## src/wdog_pkg.sv

```systemverilog
// Purpose: Shared constants and types for the watchdog block
// Assumes: clk_i is the oscillator clock, 8-bit register port
// Notes: Offsets are register indices on the plain port
`default_nettype none
package wdog_pkg;
   // ==========================================================
   // Register port
   localparam int ADDR_W = 4;
   localparam int DATA_W = 8;
   typedef struct packed {
      logic [ADDR_W-1:0] addr;
      logic [DATA_W-1:0] wdata;
      logic wr;
      logic rd;
   } bus_req_t;

   // ==========================================================
   // Register offsets
   localparam logic [ADDR_W-1:0] OFS_CTRL = 4'h0;
   localparam logic [ADDR_W-1:0] OFS_RELOAD = 4'h1;
   localparam logic [ADDR_W-1:0] OFS_FEED1 = 4'h2;
   localparam logic [ADDR_W-1:0] OFS_FEED2 = 4'h3;
   localparam logic [ADDR_W-1:0] OFS_IRQCFG = 4'h4;
   localparam logic [ADDR_W-1:0] OFS_POWER = 4'h5;
   localparam logic [ADDR_W-1:0] OFS_COUNT = 4'h6;
   localparam logic [ADDR_W-1:0] OFS_STAT = 4'h7;
   localparam logic [ADDR_W-1:0] OFS_MASK = 4'h8;

   // ==========================================================
   // Field positions
   localparam int CTRL_TAP_LSB = 5;
   localparam int CTRL_RUN = 2;
   localparam int CTRL_TOF = 1;
   localparam int CTRL_MODE = 0;
   localparam int CFG_GIE = 7;
   localparam int CFG_WIE = 6;
   localparam int CFG_PRIO = 0;
   localparam int PWR_DOWN = 1;
   localparam int PWR_IDLE = 0;
   localparam int EV_W = 3;
   localparam int EV_UFLOW = 0;
   localparam int EV_FEEDERR = 1;
   localparam int EV_PDBLK = 2;

   // ==========================================================
   // Reset values, keys, prescaler shape
   localparam logic [7:0] RELOAD_RST = 8'h00_FF;
   localparam logic [2:0] TAP_RST = 3'h7;
   localparam logic [7:0] FEED_KEY1 = 8'h00_A5;
   localparam logic [7:0] FEED_KEY2 = 8'h00_5A;
   localparam int PRE_DIV = 12;
   localparam int PRE_STAGES = 13;
   localparam int PRE_TAP_MIN = 6;
endpackage
`default_nettype wire

```

## src/wdog_core.sv

```systemverilog
// Purpose: Prescaled 8-bit watchdog / interval timer with feed keys
// Assumes: clk_i is the oscillator; bus signals synchronous
// Notes: Reset and power-down outputs go to the system controller
//
// Contract
// - Divide by 12, 13 stages, tap 6-13
// - Main counter decrements on each tap tick
// - At zero a tick underflows and reloads
// - Counter and reload eight bits, any value
// - Every reload clears the prescaler
// - Minimum timeout is 12 times 64 clocks
// - Maximum timeout is minimum times 128 times 256
// - Underflow raises wdog_irq_o only outside watchdog mode
// - Power-down ignored while the watchdog runs
// - Three-bit tap field sets the divisor
// - Feed reloads counter and clears prescaler
// - Watchdog-mode underflow resets system, sets flag
// - Bad feed key sequence resets immediately
`default_nettype none
module wdog_core
   import wdog_pkg::*;
(
   input wire logic clk_i,
   input wire logic sys_rst_i,
   input wire wdog_pkg::bus_req_t bus_i,
   input wire logic irq_ack_i,
   output logic [wdog_pkg::DATA_W-1:0] rdata_o,
   output logic irq_o,
   output logic wdog_irq_o,
   output logic wdog_irq_prio_o,
   output logic sys_reset_o,
   output logic power_down_o,
   output logic idle_o
);
   import wdog_pkg::*;

   // ==========================================================
   // State
   typedef struct packed {
      logic [7:0] count;
      logic [7:0] reload_value;
      logic [2:0] tap_select;
      logic run_control;
      logic mode_select;
      logic mode_clr_pend;
      logic timeout_flag;
      logic armed;
      logic global_irq_enable;
      logic wdog_irq_enable;
      logic wdog_irq_priority;
      logic [EV_W-1:0] ev_stat;
      logic [EV_W-1:0] ev_mask;
      logic [DATA_W-1:0] rdata;
      logic irq;
      logic wirq;
      logic rst_out;
      logic down_pulse;
      logic idle_pulse;
   } core_state_t;

   core_state_t st_reg;
   core_state_t st_next;
   logic tick;
   logic active;
   logic underflow;
   logic feed_ok;
   logic feed_bad;
   logic wr_f1;
   logic wr_f2;
   logic pre_clr;
   logic down_req;
   logic down_block;
   logic [EV_W-1:0] ev;

   // Register hit, used for the feed and power-down decodes
   function automatic logic hit(input logic [ADDR_W-1:0] a,
                                input logic [ADDR_W-1:0] ofs);
      hit = (a == ofs);
   endfunction

   // ==========================================================
   // Prescaler
   wdog_prescaler u_pre (
      .clk_i(clk_i),
      .sys_rst_i(sys_rst_i),
      .en_i(active),
      .clr_i(pre_clr),
      .tap_i(st_reg.tap_select),
      .tick_o(tick)
   );

   // ==========================================================
   // Feed sequence and counter events
   // Watchdog mode runs regardless of the run bit
   assign active = st_reg.mode_select | st_reg.run_control;
   assign wr_f1 = bus_i.wr && hit(bus_i.addr, OFS_FEED1);
   assign wr_f2 = bus_i.wr && hit(bus_i.addr, OFS_FEED2);
   assign feed_ok = st_reg.armed && wr_f2 && bus_i.wdata == FEED_KEY2;
   // Armed cycle must hold the second key, nothing else
   assign feed_bad = (st_reg.armed && !feed_ok) || (!st_reg.armed && wr_f2)
      || (!st_reg.armed && wr_f1 && bus_i.wdata != FEED_KEY1);
   assign underflow = tick && st_reg.count == 8'h00_00;
   assign pre_clr = feed_ok || underflow;
   assign down_req = bus_i.wr && hit(bus_i.addr, OFS_POWER) && bus_i.wdata[PWR_DOWN];
   assign down_block = down_req && active;
   assign ev = {down_block, feed_bad, underflow};

   // ==========================================================
   // Next state
   always_comb
   begin
      st_next = st_reg;
      st_next.armed = 1'b0;
      st_next.rst_out = 1'b0;
      st_next.down_pulse = 1'b0;
      st_next.idle_pulse = 1'b0;
      st_next.rdata = '0;

      // Software writes
      if (bus_i.wr)
      begin
         case (bus_i.addr)
            OFS_CTRL:
            begin
               st_next.tap_select = bus_i.wdata[CTRL_TAP_LSB +: 3];
               st_next.run_control = bus_i.wdata[CTRL_RUN];
               st_next.timeout_flag = bus_i.wdata[CTRL_TOF];
               // Clearing watchdog mode needs a following feed
               if (bus_i.wdata[CTRL_MODE])
               begin
                  st_next.mode_select = 1'b1;
                  st_next.mode_clr_pend = 1'b0;
               end
               else if (st_reg.mode_select)
               begin
                  st_next.mode_clr_pend = 1'b1;
               end
            end
            OFS_RELOAD: st_next.reload_value = bus_i.wdata;
            OFS_IRQCFG:
            begin
               st_next.global_irq_enable = bus_i.wdata[CFG_GIE];
               st_next.wdog_irq_enable = bus_i.wdata[CFG_WIE];
               st_next.wdog_irq_priority = bus_i.wdata[CFG_PRIO];
            end
            OFS_POWER:
            begin
               // Power-down takes precedence over idle
               if (bus_i.wdata[PWR_DOWN])
                  st_next.down_pulse = !active;
               else
                  st_next.idle_pulse = bus_i.wdata[PWR_IDLE];
            end
            OFS_STAT: st_next.ev_stat = st_reg.ev_stat & ~bus_i.wdata[EV_W-1:0];
            OFS_MASK: st_next.ev_mask = bus_i.wdata[EV_W-1:0];
            default: ;
         endcase
      end

      // Timer-mode interrupt taken clears the flag
      if (irq_ack_i && !st_reg.mode_select)
         st_next.timeout_flag = 1'b0;

      // First key arms for exactly the next cycle
      if (!st_reg.armed && wr_f1 && bus_i.wdata == FEED_KEY1)
         st_next.armed = 1'b1;

      if (feed_ok)
      begin
         st_next.count = st_reg.reload_value;
         if (st_reg.mode_clr_pend)
         begin
            st_next.mode_select = 1'b0;
            st_next.mode_clr_pend = 1'b0;
         end
      end
      else if (underflow)
      begin
         st_next.count = st_reg.reload_value;
      end
      else if (tick)
      begin
         st_next.count = st_reg.count - 8'h00_01;
      end

      // flag set wins over software clear
      if (underflow)
         st_next.timeout_flag = 1'b1;

      st_next.rst_out = (underflow && st_reg.mode_select) || feed_bad;

      // Sticky events, set wins over write-one clear
      st_next.ev_stat = st_next.ev_stat | ev;

      // Read data one cycle after the strobe
      if (bus_i.rd)
      begin
         case (bus_i.addr)
            OFS_CTRL:
            begin
               st_next.rdata[CTRL_TAP_LSB +: 3] = st_reg.tap_select;
               st_next.rdata[CTRL_RUN] = st_reg.run_control;
               st_next.rdata[CTRL_TOF] = st_reg.timeout_flag;
               st_next.rdata[CTRL_MODE] = st_reg.mode_select;
            end
            OFS_RELOAD: st_next.rdata = st_reg.reload_value;
            OFS_IRQCFG:
            begin
               st_next.rdata[CFG_GIE] = st_reg.global_irq_enable;
               st_next.rdata[CFG_WIE] = st_reg.wdog_irq_enable;
               st_next.rdata[CFG_PRIO] = st_reg.wdog_irq_priority;
            end
            OFS_COUNT: st_next.rdata = st_reg.count;
            OFS_STAT: st_next.rdata[EV_W-1:0] = st_reg.ev_stat;
            OFS_MASK: st_next.rdata[EV_W-1:0] = st_reg.ev_mask;
            default: st_next.rdata = '0;
         endcase
      end

      // Interrupt outputs from next-state so they are flops
      st_next.irq = |(st_next.ev_stat & st_next.ev_mask);
      // timer-mode request, gated by both enables
      st_next.wirq = st_next.timeout_flag && !st_next.mode_select
         && st_next.wdog_irq_enable && st_next.global_irq_enable;
   end

   // ==========================================================
   // State register; reset performs the autoload
   always_ff @(posedge clk_i)
   begin
      if (sys_rst_i)
      begin
         st_reg <= '0;
         st_reg.reload_value <= RELOAD_RST;
         st_reg.count <= RELOAD_RST;
         st_reg.tap_select <= TAP_RST;
      end
      else
      begin
         st_reg <= st_next;
      end
   end

   // Outputs straight from flops
   assign rdata_o = st_reg.rdata;
   assign irq_o = st_reg.irq;
   assign wdog_irq_o = st_reg.wirq;
   assign wdog_irq_prio_o = st_reg.wdog_irq_priority;
   assign sys_reset_o = st_reg.rst_out;
   assign power_down_o = st_reg.down_pulse;
   assign idle_o = st_reg.idle_pulse;
endmodule
`default_nettype wire

```

## src/wdog_prescaler.sv

```systemverilog
// Purpose: Divide-by-12 followed by a 13-stage counter with taps
// Assumes: tap_i stable between clears
// Notes: Tick pulses when the selected tap rolls over
`default_nettype none
module wdog_prescaler
   import wdog_pkg::*;
#(
   parameter int DIV = PRE_DIV,
   parameter int STAGES = PRE_STAGES
)
(
   input wire logic clk_i,
   input wire logic sys_rst_i,
   input wire logic en_i,
   input wire logic clr_i,
   input wire logic [2:0] tap_i,
   output logic tick_o
);
   import wdog_pkg::*;

   typedef struct packed {
      logic [3:0] div;
      logic [STAGES-1:0] stage;
   } pre_state_t;

   pre_state_t st_reg;
   pre_state_t st_next;
   logic div_wrap;
   logic [STAGES-1:0] tap_mask;

   // ==========================================================
   // Tap mask and rollover
   // tap select
   assign tap_mask = STAGES'((1 << (PRE_TAP_MIN + int'(tap_i))) - 1);
   assign div_wrap = (st_reg.div == 4'(DIV - 1));
   // divisor 768 times two power tap
   // Not gated by the clear: the clear is built from this tick
   assign tick_o = en_i && div_wrap && ((st_reg.stage & tap_mask) == tap_mask);

   // Next state; clear wins so a reload restarts a full period
   always_comb
   begin
      st_next = st_reg;
      if (clr_i)
      begin
         st_next = '0;
      end
      else if (en_i)
      begin
         st_next.div = div_wrap ? 4'h0 : st_reg.div + 4'h1;
         if (div_wrap)
         begin
            st_next.stage = st_reg.stage + STAGES'(1);
         end
      end
   end

   always_ff @(posedge clk_i)
   begin
      if (sys_rst_i)
         st_reg <= '0;
      else
         st_reg <= st_next;
   end
endmodule
`default_nettype wire

```

## config.mk

```make
export PLATFORM = sky130hd
export DESIGN_NAME = wdog_core
export DESIGN_NICKNAME = d
export VERILOG_FILES = /design/src/wdog_pkg.sv /design/src/wdog_core.sv /design/src/wdog_prescaler.sv
export SDC_FILE = /design/constraint.sdc
export NUM_CORES = 1
export LEC_CHECK = 0
export BUFFER_PORTS_ARGS = -buffer_cell sky130_fd_sc_hd__buf_2
export CAP_MARGIN = 20
export CORE_UTILIZATION = 59
export DETAILED_ROUTE_END_ITERATION = 10
export GPL_TIMING_DRIVEN = 0
export PLACE_DENSITY = 0.79
export SLEW_MARGIN = 20
export SYNTH_ARGS = -nofsm -noshare
export SYNTH_HDL_FRONTEND = slang
export SYNTH_SLANG_ARGS = --single-unit
```

## constraint.sdc

```tcl
create_clock -name clk_i -period 2.95 [get_ports clk_i]
set_input_delay 0.59 -clock clk_i [delete_from_list [all_inputs] [get_ports clk_i]]
set_output_delay 0.59 -clock clk_i [all_outputs]
set_load 0.005 [all_outputs]
```

==> impl_metrics.ini, run 1 <==
[global_routing]
grt_usage = 0.287
grt_start_max_net_pins = 11
grt_pass1_wl_mm = 13.4
grt_pass1_vias = 2811
antenna_found_initial = 0
grt_overflow = 0

[critical_path]
r2r-start = st_reg[28]
end_kind = flip-flop
required_ns = 3.19
critPathMaxFanout = 8
crit_start = st_reg[28]
crit_buf_inv = 2
cp_slowest_cell = dfxtp_1
crit_family = simple AND/OR/NAND/NOR gates
rrSetupSlack_ns = 0.14
path_cells = inv_1 > ha_1 > nor4b_2 > xnor2_1 > nor2_8 > nor4_4 > buf_4 > o21ai_0 > a31o_2
cp.arrival_ns = 3.05
worstSetupPathType = reg -> reg
max_stage_delay_ns = 0.52
crit_path_start_kind = flip-flop

[run]
cap_violations = 0

[clocking]
cts_tree = built
cts_root_buf = clkbuf_8
insertion_delay_ns = 0.34
clkTransAtPathRegs_ns = 0.07
htreeDepth = 3
clock_path_buffers = 2
numCtsBuffers = 9
clkSinkCount = 63
cts_resized = 0

[timing]
relSlewSlack = 0.317
hold_viol = 0
fmax_mhz = 356
fin_crit_sh = 0.953
fin_setup_tns_ns = 0
min_period_ns = 2.81
slew_viol_final = 0
finalSetupViolations = 0
worst_slew_pin_slew_ns = 1.01
skew_ns = 0.00840
hold-worst-slack_ns = 0.489

[die]
num_rows = 27
die_h_um = 77.8
core_um2 = 5510
dieWidth_um = 77.8
pin_count = 31
start_util = 0.615
die_area_um2 = 6050

[logic_synthesis]
postSynthAreaPerCell_um2 = 8.62
synth-edff-count = 0
synth_seq_cells = 63
syn_nets = 419
synth_flop_cell = dfxtp_1
synth_cells = 393
yosysWarnings = 0
ys_types = 67
synth.cell_area_um2 = 3390
synth_async_sr_flop_share = 0
yosysSeqAreaShare = 0.372

[drt]
wl_met2_mm = 3.79
avgRoutedWirePerCell_um = 16.6
remaining_drc_errors = 0
post_drt_via_cell_ratio = 6.09
totalWireLength_mm = 8.41
highest_layer = met4
vias = 3089
first_pass_iters = 6
drtAntennaViolNets = 0
drtIter0Drc = 296
routed-wl-met3_um = 809
wl_met1_mm = 3.58

[finish]
final_common_cell = dfxtp_1
utilization = 0.693
area_delta_synth_final_pct = 12.7
nFillCells = 438
num_antenna_cells = 0
largest_reg_flops = 32
layout_common_cells = dfxtp_1, nor2_1, nand2_1
design_area_um2 = 3820
final_nets = 457
drive_gt1_frac = 0.182

[place]
place_congestion = 0.946
postPlaceCellArea_um2 = 3600
dpl.hpwl_mm = 5.85
io_buffer_count = 24

[power_and_ir_drop]
power_density_nw_per_um2 = 460
p_leak_nw = 1.60
report.power.total_mw = 1.76
ir_drop_mv = 0.354

[hold_path]
min_path_type = reg -> reg
hp-start = st_reg[17]

[outcome]
status = complete, no violations
worst reg2reg max path, stage by stage (launching register included):
cell and delay, ns:
dfxtp_1 0.52, inv_1 0.14, ha_1 0.39, nor4b_2 0.30, xnor2_1 0.31, nor2_8 0.09
nor4_4 0.42, buf_4 0.19, o21ai_0 0.10, a31o_2 0.26
final timing paths:
path	end	depth (start not counted)
hold reg to reg	st_reg[17]	2
hold / removal	st_reg[17]	2
setup reg to reg	st_reg[45]	9
setup / recovery	st_reg[45]	9
routing by layer:
metal / track usage / up-vias
met2: 0.449 / 166
met4: 0.111 / 0
met1: 0.379 / 1423
li1: - / 1471
met3: 0.0729 / 29
met5: 0 / -
repair_timing:
action	4_1_cts	5_1_grt
endpoints found under the setup margin	10	15
pin swaps	1	2
hold endpoints to repair	0	0
hold buffers	0	0
buffers inserted	0	3
cell usage after synthesis (3+ instances only):
| library cell | instances | area, um^2 |
|---|---|---|
| nand2_1 | 48 | 180 |
| nor2b_1 | 3 | 18.8 |
| and3_1 | 5 | 31.3 |
| a22oi_1 | 7 | 52.6 |
| inv_1 | 13 | 48.8 |
| o21a_1 | 3 | 22.5 |
| nor3_1 | 9 | 45.0 |
| buf_4 | 10 | 75.1 |
| o21ai_0 | 7 | 35.0 |
| and4_1 | 4 | 35.0 |
| nand3_1 | 12 | 60.1 |
| dfxtp_1 | 63 | 1260 |
| mux2i_1 | 11 | 110 |
| a31o_2 | 3 | 26.3 |
| nor4_1 | 7 | 43.8 |
| a222oi_1 | 3 | 30.0 |
| or2_2 | 4 | 25.0 |
| nor4bb_1 | 3 | 30.0 |
| clkbuf_1 | 14 | 52.6 |
| and2_1 | 4 | 25.0 |
| ha_1 | 9 | 113 |
| buf_2 | 3 | 15.0 |
| xor2_1 | 10 | 87.6 |
| o211ai_1 | 5 | 37.5 |
| a21oi_1 | 17 | 85.1 |
| xnor2_1 | 6 | 52.6 |
| nand4_1 | 7 | 43.8 |
| a211oi_1 | 3 | 22.5 |
| nor2_1 | 50 | 188 |
| nand2b_1 | 3 | 18.8 |
through the flow:
stage	setup slack, ns	instances
6_report	0.140	507
5_1_grt	-0.0463	507
4_1_cts	0.0377	504
3_5_place_dp	0.0302	489
3_3_place_gp	0.0306	489
2_1_floorplan	0.490	393
power breakdown:
group | leakage, nW | switching [mW] | internal, mW
clock | 0.0985 | 0.326 | 0.431
sequential | 0.509 | 0.0134 | 0.862
combinational | 0.996 | 0.0790 | 0.0464
total | 1.60 | 0.418 | 1.34
logic make-up (layout without fill, tap and decap cells):
logic type / after synthesis / after routing / synth area share
AOI/OAI and AO/OA: 71 / 71 / 0.161
buffers and inverters: 43 / 85 / 0.0672
muxes: 14 / 14 / 0.0425
adders and majority gates: 9 / 9 / 0.0332
and+or+nand+nor: 176 / 176 / 0.278
DFF: 63 / 63 / 0.372
xor gates and xnor gates: 17 / 17 / 0.0462
layout make-up:
class	instances	area [um^2]	area share
timing repair buffer	27	143	0.0374
multi-input combinational	287	1900	0.497
clock buffer	12	155	0.0406
tap	72	90.1	0.0236
sequential	63	1260	0.330
inverter	13	48.8	0.0128
buffer	30	179	0.0469
clock inverter	3	42.5	0.0111
(Power assumes the default switching activity.)
==> run 2: changes to the inputs <==
ABC_AREA = 1   (was unset)
GPL_ROUTABILITY_DRIVEN = 0   (was unset)
==> run 2 against run 1 <==
Against the previous run:
- synthesized cell count increased by 17%
- wire length is 7.2% lower
- global-route usage shrank 0.54 points
- final cell count grew 13%
- via count up 1.5%
- critical endpoint is now st_reg[42]
- largest cell class unchanged
==> impl_metrics.ini, run 2 <==
[timing]
hold_viol = 0
worst_slew_pin_slew_ns = 0.528
hold-worst-slack_ns = 0.452
fin_setup_tns_ns = 0
min_period_ns = 2.15
fin_ws_ns = 0.796
fin_crit_sh = 0.730
finalSetupViolations = 0
relSlewSlack = 0.648
rsz0062_at_grt = no
slew_viol_final = 0
fmax_mhz = 464
skew_ns = 0.00522

[critical_path]
critPathMaxFanout = 10
cp.arrival_ns = 2.39
cp_slowest_cell = dfxtp_1
crit_buf_inv = 4
r2r_cells = 15
path_cells = inv_2 > ha_1 > nand2_1 > inv_1 > nand2_1 > nand2_1 > nand3_1 > nand2_1 > nor2_2 > nand2_1 > nand2_2 > buf_6 > o21ai_2 > inv_1 > nand2_1
crit_path_start_kind = flip-flop
required_ns = 3.19
rr_endpoint = st_reg[42]
max_stage_delay_ns = 0.42
crit_family = simple AND/OR/NAND/NOR gates
worstSetupPathType = reg -> reg
critical_path.most_common_cell = nand2_1
end_kind = flip-flop
rrSetupSlack_ns = 0.80
r2r-start = st_reg[28]

[logic_synthesis]
syn_nets = 486
synth_cells = 460
yosys.area.top_type = dfxtp_1
synthDominantCellAreaShare = 0.380
synthXorXnorAreaFrac = 0.0501
synth.top_cells.by_area = dfxtp_1, nand2_1, inv_1
synth_async_sr_flop_share = 0
synth-compound-area-share = 0.127
synth_flop_cell = dfxtp_1
yosys.area_share.simple = 0.293
synth_top_family_by_area = simple AND/OR/NAND/NOR gates
ys_types = 39
postSynthAreaPerCell_um2 = 7.22
synth_seq_cells = 63
yosys.cell_count.top_type = nand2_1
yosysSeqAreaShare = 0.380
synth.cell_area_um2 = 3320
synth_common_cells = nand2_1, inv_1, dfxtp_1
synthAdderAreaFrac = 0.0339
yosysWarnings = 0
synth-edff-count = 0
synth_mux_area_frac = 0

[global_routing]
grt_overflow = 0
grt_pass1_wl_mm = 13.0
grt_usage = 0.282
antenna_found_initial = 0
grt_start_max_net_pins = 11
grt_pass1_vias = 2844

[die]
dieWidth_um = 77.0
start_util = 0.630
core_um2 = 5270
die_area_um2 = 5930
num_rows = 26
die_h_um = 77.0
pin_count = 31

[clocking]
clkTransAtPathRegs_ns = 0.07
clkSinkCount = 63
cts_resized = 0
post-cts-setup-buffer-count = 0
insertion_delay_ns = 0.34
cts_tree = built
htreeDepth = 3
postCtsHoldBufs = 0
cts_root_buf = clkbuf_8
numCtsBuffers = 9
clock_path_buffers = 2

[drt]
remaining_drc_errors = 0
drtIter0Drc = 289
avgRoutedWirePerCell_um = 13.6
drtAntennaViolNets = 0
vias = 3134
post_drt_via_cell_ratio = 5.45
first_pass_iters = 5
totalWireLength_mm = 7.80

[power_and_ir_drop]
report.power.total_mw = 1.75
ir_drop_mv = 0.352
p_leak_nw = 1.85
power_density_nw_per_um2 = 466

[place]
post-place-ws_ns = 0.778
io_buffer_count = 29
dpl.hpwl_mm = 5.87
post-place-cells = 559
postPlaceCellArea_um2 = 3550

[finish]
multi_input_area_um2 = 1670
num_antenna_cells = 0
stdcell_count = 575
layout_common_cells = nand2_1, inv_1, dfxtp_1
nFillCells = 447
regArea_um2 = 1260
design_area_um2 = 3760
largest_reg_flops = 32
final_nets = 526
area_delta_synth_final_pct = 13.3
final_common_cell = nand2_1
utilization = 0.714
drive_gt1_frac = 0.166

[hold_path]
hp-start = st_reg[24]
hold_depth = 1
min_to = st_reg[24]
min_path_type = reg -> reg

[run]
cap_violations = 0

[outcome]
status = complete, no violations
[run 2: changes by cell type after synthesis, sizes merged, moves of 7 or more]
cell	delta
nand2	+36
mux2i	-11
nor4	-7
inv	+58
nand3	+34
clkbuf	-13
xor2	+7
o21ai	+30
[run 2: power by group]
part | internal, mW | switching, mW
Clock | 0.457 | 0.324
Sequential | 0.860 | 0.00484
Combinational | 0.0345 | 0.0724
[run 2: worst reg2reg max path: stages, from the launching register on]
cell	delay [ns]
dfxtp_1	0.42
inv_2	0.10
ha_1	0.36
nand2_1	0.11
inv_1	0.05
nand2_1	0.06
nand2_1	0.05
nand3_1	0.07
nand2_1	0.06
nor2_2	0.20
nand2_1	0.10
nand2_2	0.16
buf_6	0.17
o21ai_2	0.06
inv_1	0.05
nand2_1	0.04
[run 2: layer usage]
metal  routed length, um  GRT usage
met1                3700      0.378
met2                3420      0.440
met3                 519     0.0524
met4                 154      0.128
met5                   0          0
[run 2: cells by family after synthesis]
logic type,after synthesis
XOR/XNOR,19
flip-flops,63
adder cells (fa/ha/maj),9
AO/OA/AOI/OAI,76
buffers and inverters,88
AND/OR/NAND/NOR,205
[run 2: final cells by class]
cell class / instances / share of cell area
Tap cell: 70 / 0.0233
Clock buffer: 13 / 0.0449
Timing Repair Buffer: 29 / 0.0386
Inverter: 72 / 0.0718
Clock inverter: 3 / 0.0106
Buffer: 16 / 0.0309
Sequential cell: 63 / 0.335
Multi-Input combinational cell: 309 / 0.445
[run 2: how the worst max path moves through the flow]
stage | start | to | cells after the start | slack, ns
after floorplan | st_reg[28] | st_reg[42] | 15 | 1.12
after global placement | bus_i[2] | u_pre.st_reg[15] | 8 | 0.82
after detailed placement | bus_i[2] | u_pre.st_reg[11] | 8 | 0.78
after CTS | st_reg[28] | u_pre.st_reg[11] | 13 | 0.81
after global routing | st_reg[28] | st_reg[42] | 14 | 0.61
final | st_reg[28] | st_reg[42] | 15 | 0.80
